$ cat config.mk
export PLATFORM = sky130hd
export DESIGN_NAME = pcd_decoder
export DESIGN_NICKNAME = d
export VERILOG_FILES = /design/src/verilog/pcd_pkg.sv /design/src/verilog/pcd_decoder.sv
export SDC_FILE = /design/constraint.sdc
export NUM_CORES = 1
export LEC_CHECK = 0
export ABC_AREA = 1
export BUFFER_PORTS_ARGS = -buffer_cell sky130_fd_sc_hd__buf_2
export CAP_MARGIN = 20
export CORE_MARGIN = 3
export CORE_UTILIZATION = 52
export CTS_CLUSTER_DIAMETER = 200
export DETAILED_ROUTE_END_ITERATION = 16
export PLACE_DENSITY = 0.78
export SLEW_MARGIN = 0
export SYNTH_ARGS = -nofsm -noshare
export SYNTH_HDL_FRONTEND = slang
export SYNTH_SLANG_ARGS = --single-unit
$ cat constraint.sdc
create_clock -name i_sys_clk -period 1.8 [get_ports i_sys_clk]
set_clock_uncertainty 0.1 [all_clocks]
set_input_delay 0.18 -clock i_sys_clk [delete_from_list [all_inputs] [get_ports i_sys_clk]]
set_output_delay 0.18 -clock i_sys_clk [all_outputs]
set_load 0.02 [all_outputs]
$ cat src/verilog/pcd_pkg.sv
/*
   Constants for the command-word decoder of the interrupt controller:
   word select codes, first-word field positions, reset values.
   Assumes a single 40 MHz clock domain.
*/
package pcd_pkg;
   // Register select values
   localparam logic       SEL_LOW        = 1'b0;
   localparam logic       SEL_HIGH       = 1'b1;
   // First-word field positions and the runtime-word select bit
   localparam int         FW_FOURTH_POS  = 0;
   localparam int         FW_SINGLE_POS  = 1;
   localparam int         FW_SPACING_POS = 2;
   localparam int         FW_LEVEL_POS   = 3;
   localparam int         FW_MARK_POS    = 4;
   localparam int         FW_VEC_LO_POS  = 5;
   localparam int         FW_VEC_HI_POS  = 7;
   localparam int         OP_SEL_POS     = 3;
   // Reset values
   localparam logic [7:0] WORD_RST       = 8'h00;
   localparam logic [2:0] VEC_RST        = 3'h0;
   // Fourth-word defaults: non-buffered, no auto end, 3-byte sequence
   localparam logic [7:0] FOURTH_DEFAULT = 8'h00;
   // Initialization progress
   typedef enum logic [2:0] {
      PCD_IDLE   = 3'b000,
      PCD_WAIT2  = 3'b001,
      PCD_WAIT3  = 3'b010,
      PCD_WAIT4  = 3'b011,
      PCD_READY  = 3'b100
   } pcd_state_e;
endpackage

$ cat src/verilog/pcd_decoder.sv
/*
   Host-bus front end of an 8-input interrupt controller: decodes writes
   into setup and runtime command words and runs the setup order.
   Assumes asynchronous host strobes, synchronised here, and a host that
   holds chip select and write low for at least one whole clock.
   Data and strobes share one synchroniser, so the host must settle the
   data no later than the strobe. Reads give only a strobe, no data.
*/
// Notes on behaviour
// - Select low, data bit four high starts setup
// - Setup words follow in order, write-strobe paced
// - Second setup word always follows the first
// - Third word expected only in cascade mode
// - Fourth word expected only when flagged
// - Runtime words decoded by select and bits
// - Strobes sampled on the rising clock edge
// - First word deselects on write strobe fall
// - Fourth flag low clears fourth-word settings
// - Bit one high means single, low cascade
// - Bit two selects vector spacing four/eight
// - Bit three selects level or edge requests
// - Bit four with select marks first word
// - Bits five to seven store vector bits
// - Reset restores defaults, waits for setup
// - Later setup words deselect on strobe fall
// - Setup ends after last needed word
`timescale 1ns/1ps
module pcd_decoder
(
   // Clock and reset
   input  wire logic       i_sys_clk,
   input  wire logic       i_rstn,
   // Host bus pins
   input  wire logic       i_cs_n,
   input  wire logic       i_wr_n,
   input  wire logic       i_rd_n,
   input  wire logic       i_register_select,
   input  wire logic [7:0] i_din,
   // Stored setup words
   output logic [7:0]      o_setup_word_two,
   output logic [7:0]      o_setup_word_three,
   output logic [7:0]      o_setup_word_four,
   // Stored runtime words
   output logic [7:0]      o_runtime_word_one,
   output logic [7:0]      o_runtime_word_two,
   output logic [7:0]      o_runtime_word_three,
   // Mode fields from the first word
   output logic            o_fourth_word_needed,
   output logic            o_single_mode,
   output logic            o_vector_spacing_sel,
   output logic            o_level_trigger_sel,
   output logic [2:0]      o_vector_bits,
   // Status and strobes
   output logic            o_init_done,
   output logic            o_read_strobe,
   output logic            o_runtime_two_pulse,
   output logic            o_runtime_three_pulse
);
   import pcd_pkg::*;

   // Two-stage synchronisers; the first stage feeds only the second
   logic [11:0] sync1_ff;        // Raw capture
   logic [11:0] sync2_ff;        // Safe copy
   logic        wr_act_d_ff;     // Previous synchronised write state

   // State and stored words
   pcd_state_e  state_ff;        // Setup step reached so far
   pcd_state_e  nxt_state;       // Step after this clock
   logic [7:0]  w2_ff;           // Setup word two
   logic [7:0]  w3_ff;           // Setup word three, cascade only
   logic [7:0]  w4_ff;           // Setup word four or its defaults
   logic [7:0]  r1_ff;           // Runtime word one
   logic [7:0]  r2_ff;           // Runtime word two
   logic [7:0]  r3_ff;           // Runtime word three
   logic        fourth_ff;       // Fourth word needed
   logic        single_ff;       // Single, not cascaded
   logic        spacing_ff;      // Vector spacing select
   logic        level_ff;        // Level-triggered requests
   logic [2:0]  vec_ff;          // Vector bits five to seven
   logic        done_ff;         // Setup complete
   logic        rd_ff;           // Registered read strobe
   logic        p2_ff;           // Runtime word two pulse
   logic        p3_ff;           // Runtime word three pulse

   // Decoded synchronised pins
   wire         s_cs_n   = sync2_ff[11];
   wire         s_wr_n   = sync2_ff[10];
   wire         s_rd_n   = sync2_ff[9];
   wire         s_sel    = sync2_ff[8];
   wire  [7:0]  s_din    = sync2_ff[7:0];
   wire         wr_act   = !s_cs_n && !s_wr_n;
   // One take per write: the first sampled cycle of the low strobe.
   // The strobe fall both takes a word and deselects it, the first word
   // included; the rise only re-arms the edge detector for the next take.
   wire         wr_take  = wr_act && !wr_act_d_ff;
   wire         rd_act   = !s_cs_n && !s_rd_n;
   wire         is_first = wr_take && (s_sel == SEL_LOW)
                           && s_din[FW_MARK_POS];
   wire         hi_take  = wr_take && (s_sel == SEL_HIGH);
   // Select low with bit four low is a runtime word; bit three picks it
   wire         op_low   = wr_take && (s_sel == SEL_LOW)
                           && !s_din[FW_MARK_POS];
   // Runtime words are refused until setup has finished
   wire         op2_take = op_low && !s_din[OP_SEL_POS] && done_ff;
   wire         op3_take = op_low && s_din[OP_SEL_POS] && done_ff;
   wire         op1_take = hi_take && (state_ff == PCD_READY);
   // Step after the second or third word, from the stored flags
   wire pcd_state_e after2 = !single_ff ? PCD_WAIT3
                           : (fourth_ff ? PCD_WAIT4 : PCD_READY);
   wire pcd_state_e after3 = fourth_ff ? PCD_WAIT4 : PCD_READY;

   // Next state of the setup sequencer
   always_comb
   begin
      // Hold the step unless a write is taken
      nxt_state = state_ff;
      // A first word wins over any step in progress
      if (is_first)
      begin
         nxt_state = PCD_WAIT2;
      end
      // Select-high writes pace the later setup words
      else if (hi_take)
      begin
         case (state_ff)
            PCD_WAIT2: nxt_state = after2;
            PCD_WAIT3: nxt_state = after3;
            PCD_WAIT4: nxt_state = PCD_READY;
            // Never set up: select-high writes change nothing
            PCD_IDLE:  nxt_state = PCD_IDLE;
            PCD_READY: nxt_state = PCD_READY;
            default:   nxt_state = PCD_IDLE;
         endcase
      end
   end

   // Pin synchronisers
   always_ff @(posedge i_sys_clk)
   begin
      if (!i_rstn)
      begin
         // Idle pin levels, so no false strobe edge follows release
         sync1_ff    <= 12'hfff;
         sync2_ff    <= 12'hfff;
         wr_act_d_ff <= 1'b0;
      end
      else
      begin
         // Pins captured together keep data aligned with the strobes
         sync1_ff    <= {i_cs_n, i_wr_n, i_rd_n, i_register_select, i_din};
         sync2_ff    <= sync1_ff;
         wr_act_d_ff <= wr_act;
      end
   end

   // Sequencer state and done flag
   always_ff @(posedge i_sys_clk)
   begin
      if (!i_rstn)
      begin
         state_ff <= PCD_IDLE;
         done_ff  <= 1'b0;
      end
      else
      begin
         state_ff <= nxt_state;
         // Registered copy of the ready step drives the output directly
         done_ff  <= (nxt_state == PCD_READY);
      end
   end

   // First-word mode fields
   always_ff @(posedge i_sys_clk)
   begin
      if (!i_rstn)
      begin
         fourth_ff  <= 1'b0;
         single_ff  <= 1'b0;
         spacing_ff <= 1'b0;
         level_ff   <= 1'b0;
         vec_ff     <= VEC_RST;
      end
      // Only a first word reloads the mode fields; they hold otherwise
      else if (is_first)
      begin
         fourth_ff  <= s_din[FW_FOURTH_POS];
         single_ff  <= s_din[FW_SINGLE_POS];
         spacing_ff <= s_din[FW_SPACING_POS];
         level_ff   <= s_din[FW_LEVEL_POS];
         vec_ff     <= s_din[FW_VEC_HI_POS:FW_VEC_LO_POS];
      end
   end

   // Setup words two to four
   always_ff @(posedge i_sys_clk)
   begin
      if (!i_rstn)
      begin
         w2_ff <= WORD_RST;
         w3_ff <= WORD_RST;
         w4_ff <= WORD_RST;
      end
      else
      begin
         // Each later word lands in the slot of the step in progress
         if (hi_take && state_ff == PCD_WAIT2)
         begin
            w2_ff <= s_din;
         end
         // Reached only in cascade mode
         if (hi_take && state_ff == PCD_WAIT3)
         begin
            w3_ff <= s_din;
         end
         // Skipped fourth word falls back to its defaults
         if (is_first && !s_din[FW_FOURTH_POS])
         begin
            w4_ff <= FOURTH_DEFAULT;
         end
         else if (hi_take && state_ff == PCD_WAIT4)
         begin
            w4_ff <= s_din;
         end
      end
   end

   // Runtime words and strobes
   always_ff @(posedge i_sys_clk)
   begin
      if (!i_rstn)
      begin
         r1_ff <= WORD_RST;
         r2_ff <= WORD_RST;
         r3_ff <= WORD_RST;
         p2_ff <= 1'b0;
         p3_ff <= 1'b0;
         rd_ff <= 1'b0;
      end
      else
      begin
         if (op1_take)
         begin
            r1_ff <= s_din;
         end
         if (op2_take)
         begin
            r2_ff <= s_din;
         end
         if (op3_take)
         begin
            r3_ff <= s_din;
         end
         // One-cycle pulses, one per taken runtime word two or three
         p2_ff <= op2_take;
         p3_ff <= op3_take;
         // A level, not a pulse; no read data lives in this block
         rd_ff <= rd_act;
      end
   end

   // Outputs straight from flip-flops
   assign o_setup_word_two      = w2_ff;
   assign o_setup_word_three    = w3_ff;
   assign o_setup_word_four     = w4_ff;
   assign o_runtime_word_one    = r1_ff;
   assign o_runtime_word_two    = r2_ff;
   assign o_runtime_word_three  = r3_ff;
   assign o_fourth_word_needed  = fourth_ff;
   assign o_single_mode         = single_ff;
   assign o_vector_spacing_sel  = spacing_ff;
   assign o_level_trigger_sel   = level_ff;
   assign o_vector_bits         = vec_ff;
   assign o_init_done           = done_ff;
   assign o_read_strobe         = rd_ff;
   assign o_runtime_two_pulse   = p2_ff;
   assign o_runtime_three_pulse = p3_ff;

   // Checks: all gathered here after the logic they guard; all clocked on the
   // system clock and disabled while reset is held, except the reset check
   AST_FIRST_RESTART: assert property (@(posedge i_sys_clk) disable iff (!i_rstn)
      is_first |=> state_ff == PCD_WAIT2 && !done_ff)
      else $error("first word did not restart setup");
   AST_SECOND_FOLLOWS: assert property (@(posedge i_sys_clk) disable iff (!i_rstn)
      (hi_take && state_ff == PCD_WAIT2) |=> w2_ff == $past(s_din))
      else $error("second word not stored");
   AST_CASCADE_THIRD: assert property (@(posedge i_sys_clk) disable iff (!i_rstn)
      (hi_take && state_ff == PCD_WAIT2 && !single_ff) |=> state_ff == PCD_WAIT3)
      else $error("cascade mode skipped third word");
   AST_FOURTH_SKIP: assert property (@(posedge i_sys_clk) disable iff (!i_rstn)
      (hi_take && state_ff == PCD_WAIT3 && !fourth_ff) |=> done_ff)
      else $error("fourth word not skipped");
   AST_FOURTH_CLEAR: assert property (@(posedge i_sys_clk) disable iff (!i_rstn)
      (is_first && !s_din[FW_FOURTH_POS]) |=> w4_ff == FOURTH_DEFAULT)
      else $error("fourth-word settings not cleared");
   AST_FIELDS: assert property (@(posedge i_sys_clk) disable iff (!i_rstn)
      is_first |=> vec_ff == $past(s_din[7:5]) && level_ff == $past(s_din[3]))
      else $error("first-word fields not stored");
   AST_EARLY_OP: assert property (@(posedge i_sys_clk) disable iff (!i_rstn)
      (op_low && !done_ff) |=> $stable(r2_ff) && $stable(r3_ff))
      else $error("runtime word taken before setup done");
   // A held strobe takes nothing more after its one take
   AST_ONE_TAKE: assert property (@(posedge i_sys_clk) disable iff (!i_rstn)
      (wr_act && wr_act_d_ff) |=> $stable(state_ff) && $stable(vec_ff) && $stable(w2_ff))
      else $error("write taken twice");
   // Done rises only on a taken select-high word
   AST_DONE_STATE: assert property (@(posedge i_sys_clk) disable iff (!i_rstn)
      $rose(done_ff) |-> $past(hi_take) && state_ff == PCD_READY)
      else $error("done flag rose without a last word");
   // Reset returns the sequencer and stored words to defaults
   AST_RESET_IDLE: assert property (@(posedge i_sys_clk)
      !i_rstn |=> state_ff == PCD_IDLE && !done_ff && w4_ff == WORD_RST && !rd_ff)
      else $error("reset did not restore defaults");
   // Select-high writes before any first word are ignored
   AST_IDLE_HOLD: assert property (@(posedge i_sys_clk) disable iff (!i_rstn)
      (hi_take && state_ff == PCD_IDLE) |=> state_ff == PCD_IDLE && $stable(w2_ff))
      else $error("setup word taken before a first word");
   // Single mode never waits for a third word
   AST_SINGLE_ROUTE: assert property (@(posedge i_sys_clk) disable iff (!i_rstn)
      (hi_take && state_ff == PCD_WAIT2 && single_ff) |=> state_ff != PCD_WAIT3)
      else $error("single mode expected a third word");
   // Bit four low never reloads the mode fields
   AST_FIELDS_KEEP: assert property (@(posedge i_sys_clk) disable iff (!i_rstn)
      (wr_take && s_sel == SEL_LOW && !s_din[FW_MARK_POS])
      |=> $stable(vec_ff) && $stable(single_ff) && $stable(fourth_ff))
      else $error("runtime word changed the mode fields");
   // Runtime word one after setup, and the word-two pulse
   AST_OP_ONE: assert property (@(posedge i_sys_clk) disable iff (!i_rstn)
      (hi_take && done_ff) |=> r1_ff == $past(s_din))
      else $error("runtime word one not stored");
   AST_OP_TWO: assert property (@(posedge i_sys_clk) disable iff (!i_rstn)
      op2_take |=> p2_ff && r2_ff == $past(s_din))
      else $error("runtime word two not stored");

   // Coverage of the main scenarios
   COV_SINGLE: cover property (@(posedge i_sys_clk) disable iff (!i_rstn)
      state_ff == PCD_WAIT2 ##[1:40] done_ff);
   COV_FULL: cover property (@(posedge i_sys_clk) disable iff (!i_rstn)
      state_ff == PCD_WAIT4 ##[1:40] done_ff);
   COV_OP3: cover property (@(posedge i_sys_clk) disable iff (!i_rstn) op3_take);
   // Restart while a cascade setup waits for its third word
   COV_RESTART: cover property (@(posedge i_sys_clk) disable iff (!i_rstn)
      is_first && state_ff == PCD_WAIT3);
endmodule // pcd_decoder

Word-level counts from Yosys, hierarchy flattened
Index checks and enable logic that the tools add are counted.
{"block": "classes", "bitwise": 2, "n_eq_ne": 5, "n_mux": 5, "n_reduce_logical": 25}
{"op": "$logic_and 1x1->1", "count": 16}
{"op": "$mux 3", "count": 4}
{"op": "$pmux 3 s3", "count": 1}
{"op": "$logic_not 1->1", "count": 7}
{"op": "$eq 3x2->1 const B", "count": 2}
{"op": "$eq 3x3->1 const B", "count": 2}
{"op": "$reduce_or 2->1", "count": 2}
{"op": "$eq 3x1->1 const B", "count": 1}
{"op": "$not 1->1", "count": 2}
{"block": "word_totals", "out_inout_bits": 59, "word_cells": 56, "ff_bits": 87, "inputBits": 14}

Logic depth before layout (Yosys ltp)
{"block": "depth", "depth_word": 7, "ltp_mapped": 8, "mapped_depth_nobuf": 7}

Least setup slack after synthesis
OpenSTA, ideal clock, no wires.
{"block": "synth_path", "kind": "register to register", "startpoint": "register sync2_ff[11]", "endpoint": "register w4_ff[0] (netlist: o_setup_word_four[0])", "stages_incl_launch_ff": 8, "period_less_slack_ns": 1.263, "n_path_buf": 1, "slack_ns": 0.537, "setup_time_ns": 0.109, "arrival_time_ns": 1.054, "t_required_ns": 1.591, "cell_sequence": "dfxtp_1 > nor2_4 > nand3_4 > buf_6 > o21ai_0 > nand2_1 > nand2_1 > inv_1"}
{"block": "synth_via", "elab_chain_len": 7, "elab_cells_between_ends": 9}
{"element": "start: declaration", "line": "pcd_decoder.sv:63", "source": "logic [11:0] sync2_ff;"}
{"element": "start signal: assignment", "line": "pcd_decoder.sv:151", "source": "sync2_ff <= sync1_ff;"}
{"element": "$logic_not 1->1 *", "line": "pcd_decoder.sv:91", "source": "wire wr_act = !s_cs_n && !s_wr_n;"}
{"element": "$logic_and 1x1->1 *", "line": "pcd_decoder.sv:91"}
{"element": "$logic_and 1x1->1 *", "line": "pcd_decoder.sv:95", "source": "wire wr_take = wr_act && !wr_act_d_ff;"}
{"element": "$logic_and 1x1->1", "line": "pcd_decoder.sv:97", "source": "wire is_first = wr_take && (s_sel == SEL_LOW)"}
{"element": "$logic_and 1x1->1", "line": "pcd_decoder.sv:98", "source": "&& s_din[FW_MARK_POS];"}
{"element": "$logic_and 1x1->1", "line": "pcd_decoder.sv:216", "source": "if (is_first && !s_din[FW_FOURTH_POS])"}
{"element": "$reduce_or 2->1 (no source line)"}
{"element": "end signal: assignment", "line": "pcd_decoder.sv:222", "source": "w4_ff <= s_din;"}
{"element": "end: declaration", "line": "pcd_decoder.sv:71", "source": "logic [7:0] w4_ff;"}
Mark *: on every way between the ends. The rest lies on a longest branch, timed or not.
A chain may end at the register's enable or synchronous reset.

Final worst setup path
{"block": "layout_path", "startpoint": "register sync2_ff[11]", "endpoint": "register r2_ff[1] (netlist: o_runtime_word_two[1])"}
{"block": "layout_via", "elab_chain_len": 7}
{"element": "$logic_not 1->1", "line": "pcd_decoder.sv:91"}
{"element": "$logic_and 1x1->1", "line": "pcd_decoder.sv:91"}
{"element": "$logic_and 1x1->1", "line": "pcd_decoder.sv:95"}
{"element": "$logic_and 1x1->1", "line": "pcd_decoder.sv:101", "source": "wire op_low = wr_take && (s_sel == SEL_LOW)"}
{"element": "$logic_and 1x1->1", "line": "pcd_decoder.sv:102", "source": "&& !s_din[FW_MARK_POS];"}
{"element": "$logic_and 1x1->1 (2 in a row)", "line": "pcd_decoder.sv:104", "source": "wire op2_take = op_low && !s_din[OP_SEL_POS] && done_ff;"}
{"element": "end signal: assignment", "line": "pcd_decoder.sv:247", "source": "r2_ff <= s_din;"}
{"element": "end: declaration", "line": "pcd_decoder.sv:73", "source": "logic [7:0] r2_ff;"}
Every way passes these cells.

==> metrics.yaml <==
die:
  dieArea_sq_um: 6749
  io_pins: 73
  die_w_um: 82.15
  fp.dieH_um: 82.15
  core-area_sq_um: 5574
  rows: 27
  start_util_pct: 54.10
sta:
  fin_crit_ns: 1.590
  finalCritPeriodShare_pct: 88.33
  fmax_mhz: 628.9
  drv_slew: 0
  hold_viol: 0
  rsz0062_at_grt: "no"
  slew-limit-headroom_pct: 73.65
  finalSetupViolCount: 0
  holdWs_ns: 0.2108
  tightest_slew_ns: 0.3941
  setup_tns_ns: 0
power:
  p_int_w: 0.002646
  power.share.switching_pct: 21.97
  power.share.combinational_pct: 3.2
  ir_drop_v: 0.0006182
  leakagePower_nw: 1.832
  seqPwrFrac_pct: 58.0
  clkPwrFrac_pct: 38.8
  power_w: 0.003391
  power.density_nw_per_um2: 911.6
  power.switching_w: 0.0007451
drt:
  drt-vias-per-instance: 4.951
  wirelength_um: 6464
  ant_nets: 0
  drc_errors: 0
  drtIter0Drc: 146
  firstDrtPassIters: 4
  vias: 2505
  drt-wirelength-per-cell_um: 12.77
critical_path:
  critPathCaptureType: "flop"
  required_ns: 1.94
  crit_type: "reg -> reg"
  critPathMaxFanout: 14
  arrival_ns: 1.73
  worstSetupStartpointType: "flop"
yosys:
  yosysTopAreaCell: "dfxtp_1"
  ys.warnings.count: 0
  syn_avg_cell_area_sq_um: 8.690
  synth_nets: 361
  ys_async_sr_fraction_pct: 0
  yosysMostFrequentCell: "dfxtp_1"
  synth_flop_cell: "dfxtp_1"
  ys_top_cells_by_count: "dfxtp_1, nand2_1, a21oi_1, o21ai_0, inv_1"
  synth_cells: 347
  yosys.cell_types.count: 23
  synth_top_area_share_pct: 57.76
  synthesis.area_sq_um: 3015
  synth-edff-count: 0
  synthTopCellsByArea: "dfxtp_1, a21oi_1, nand2_1"
  synth_seq_cells: 87
  yosysSeqAreaShare_pct: 57.76
global_routing:
  grt_pass1_wl_um: 10430
  grt_max_degree: 53
  grt_pass1_vias: 2300
  antenna_found_initial: 0
  grt.overflow.total: 0
  grt_use_total_pct: 20.57
cts:
  cts_tree: "built"
  post-cts-setup-buffers: 0
  cts_resized: 0
  cts.sinks: 87
  path_clk_slew_ns: 0.09
  hold_buffers: 12
  htree_levels: 3
  cts-root-buf: "clkbuf_8"
  cts_buffers: 9
  clk_path_buf_depth: 2
  insertion_delay_ns: 0.35
layout:
  seq_area_sq_um: 1742
  fill_cells: 464
  final_util_pct: 66.73
  layout.nets: 443
  syn_to_final_growth_pct: 23.36
  multi_input_area_sq_um: 1067
  drive_gt1_share_pct: 29.26
  diodes: 0
  fin_cells: 506
worst_hold_path:
  hp-class: "in -> reg"
place:
  place_inst: 478
  hpwl_um: 4407
  io_buffers: 72
  gp_congestion: 0.8489
status:
  run_status: "finished clean"
flow_run:
  drv_cap: 0
## critical path, cell delays in order, from the launching register on
cell and delay [ns]:
dfxtp_1 0.35, nor2_4 0.16, nand3_1 0.13, nor2_4 0.27, nand2_1 0.27, nand2_1 0.14, a21oi_1 0.06
## power groups by stage
| stage | sequential, W | clock (W) | combinational [W] |
|---|---|---|---|
| floorplan | 0.00201 | 0 | 0.0000604 |
| global placement | 0.00201 | 0 | 0.0000893 |
| detailed placement | 0.00201 | 0 | 0.0000899 |
| CTS | 0.00197 | 0.00134 | 0.000109 |
| global route | 0.00197 | 0.00142 | 0.000122 |
| finish | 0.00197 | 0.00131 | 0.000110 |
## sequential cells by signal (all words and copies together) (netlist names), 3 cells and up
| register | flops |
|---|---|
| o_vector_bits | 3 |
| o_runtime_word_one | 8 |
| state_ff | 3 |
| o_runtime_word_three | 8 |
| sync2_ff | 12 |
| o_setup_word_two | 8 |
| o_setup_word_three | 8 |
| o_setup_word_four | 8 |
| sync1_ff | 12 |
| o_runtime_word_two | 8 |
## final cells by class
type	instances	share of cell area, %
Sequential cell	87	46.82
Multi-Input combinational cell	215	28.69
Timing Repair Buffer	87	13.86
Clock buffer	9	3.330
Inverter	29	2.926
Tap cell	72	2.422
Clock inverter	7	1.951
## stage by stage
step	worst slack (ns)	area [sq um]
floorplan	0.5368	3015
detailed placement	0.2478	3403
CTS	0.2211	3720
global route	0.07649	3720
finish	0.2100	3720
global placement	0.3125	3403
## final timing paths
path | to | slack, ns | cells after the start | start
max | o_runtime_word_two[1] | 0.21 | 6 | sync2_ff[11]
min | o_runtime_word_three[3] | 0.21 | 4 | i_rstn
max reg2reg | o_runtime_word_two[1] | 0.21 | 6 | sync2_ff[11]
min reg2reg | sync2_ff[9] | 0.32 | 1 | sync1_ff[9]
## cell families (layout without fill, tap and decap cells)
| family | Yosys count | count (layout) | synth area share (%) |
|---|---|---|---|
| flops | 87 | 87 | 57.76 |
| buf+inv | 45 | 132 | 6.846 |
| compound gates | 78 | 78 | 13.07 |
| simple gates | 137 | 137 | 22.32 |
## routing by layer
layer	track usage [%]	part of all wire, %
met1	26.14	46
met2	33.44	47
met3	4.338	5.3
met4	9.635	1.9
met5	0	0
## cells in the final DEF (no fill, tap or decap)
cell           Yosys  routed
dfxtp_1           87      87
buf_2              2      72
nand2_1           55      55
a21oi_1           44      44
o21ai_0           32      32
inv_1             26      26
nor2_1            24      24
or2_2             24      24
nand3_1           20      20
dlygate4sd3_1      0      12
clkbuf_8           0       9
nor2_4             6       6
nand4_1            3       3
inv_2              2       2
nand2_2            2       2
nor3_1             2       2
clkinv_2           0       2
clkinvlp_4         0       2
buf_4              1       2
nand3_4            1       1
clkinv_1           1       1
o21ai_2            1       1
o21ai_1            1       1
clkinv_4           0       1
inv_6              0       1
bufinv_16          0       1
buf_12             0       1
No activity file was read; power rests on OpenSTA's default activity.
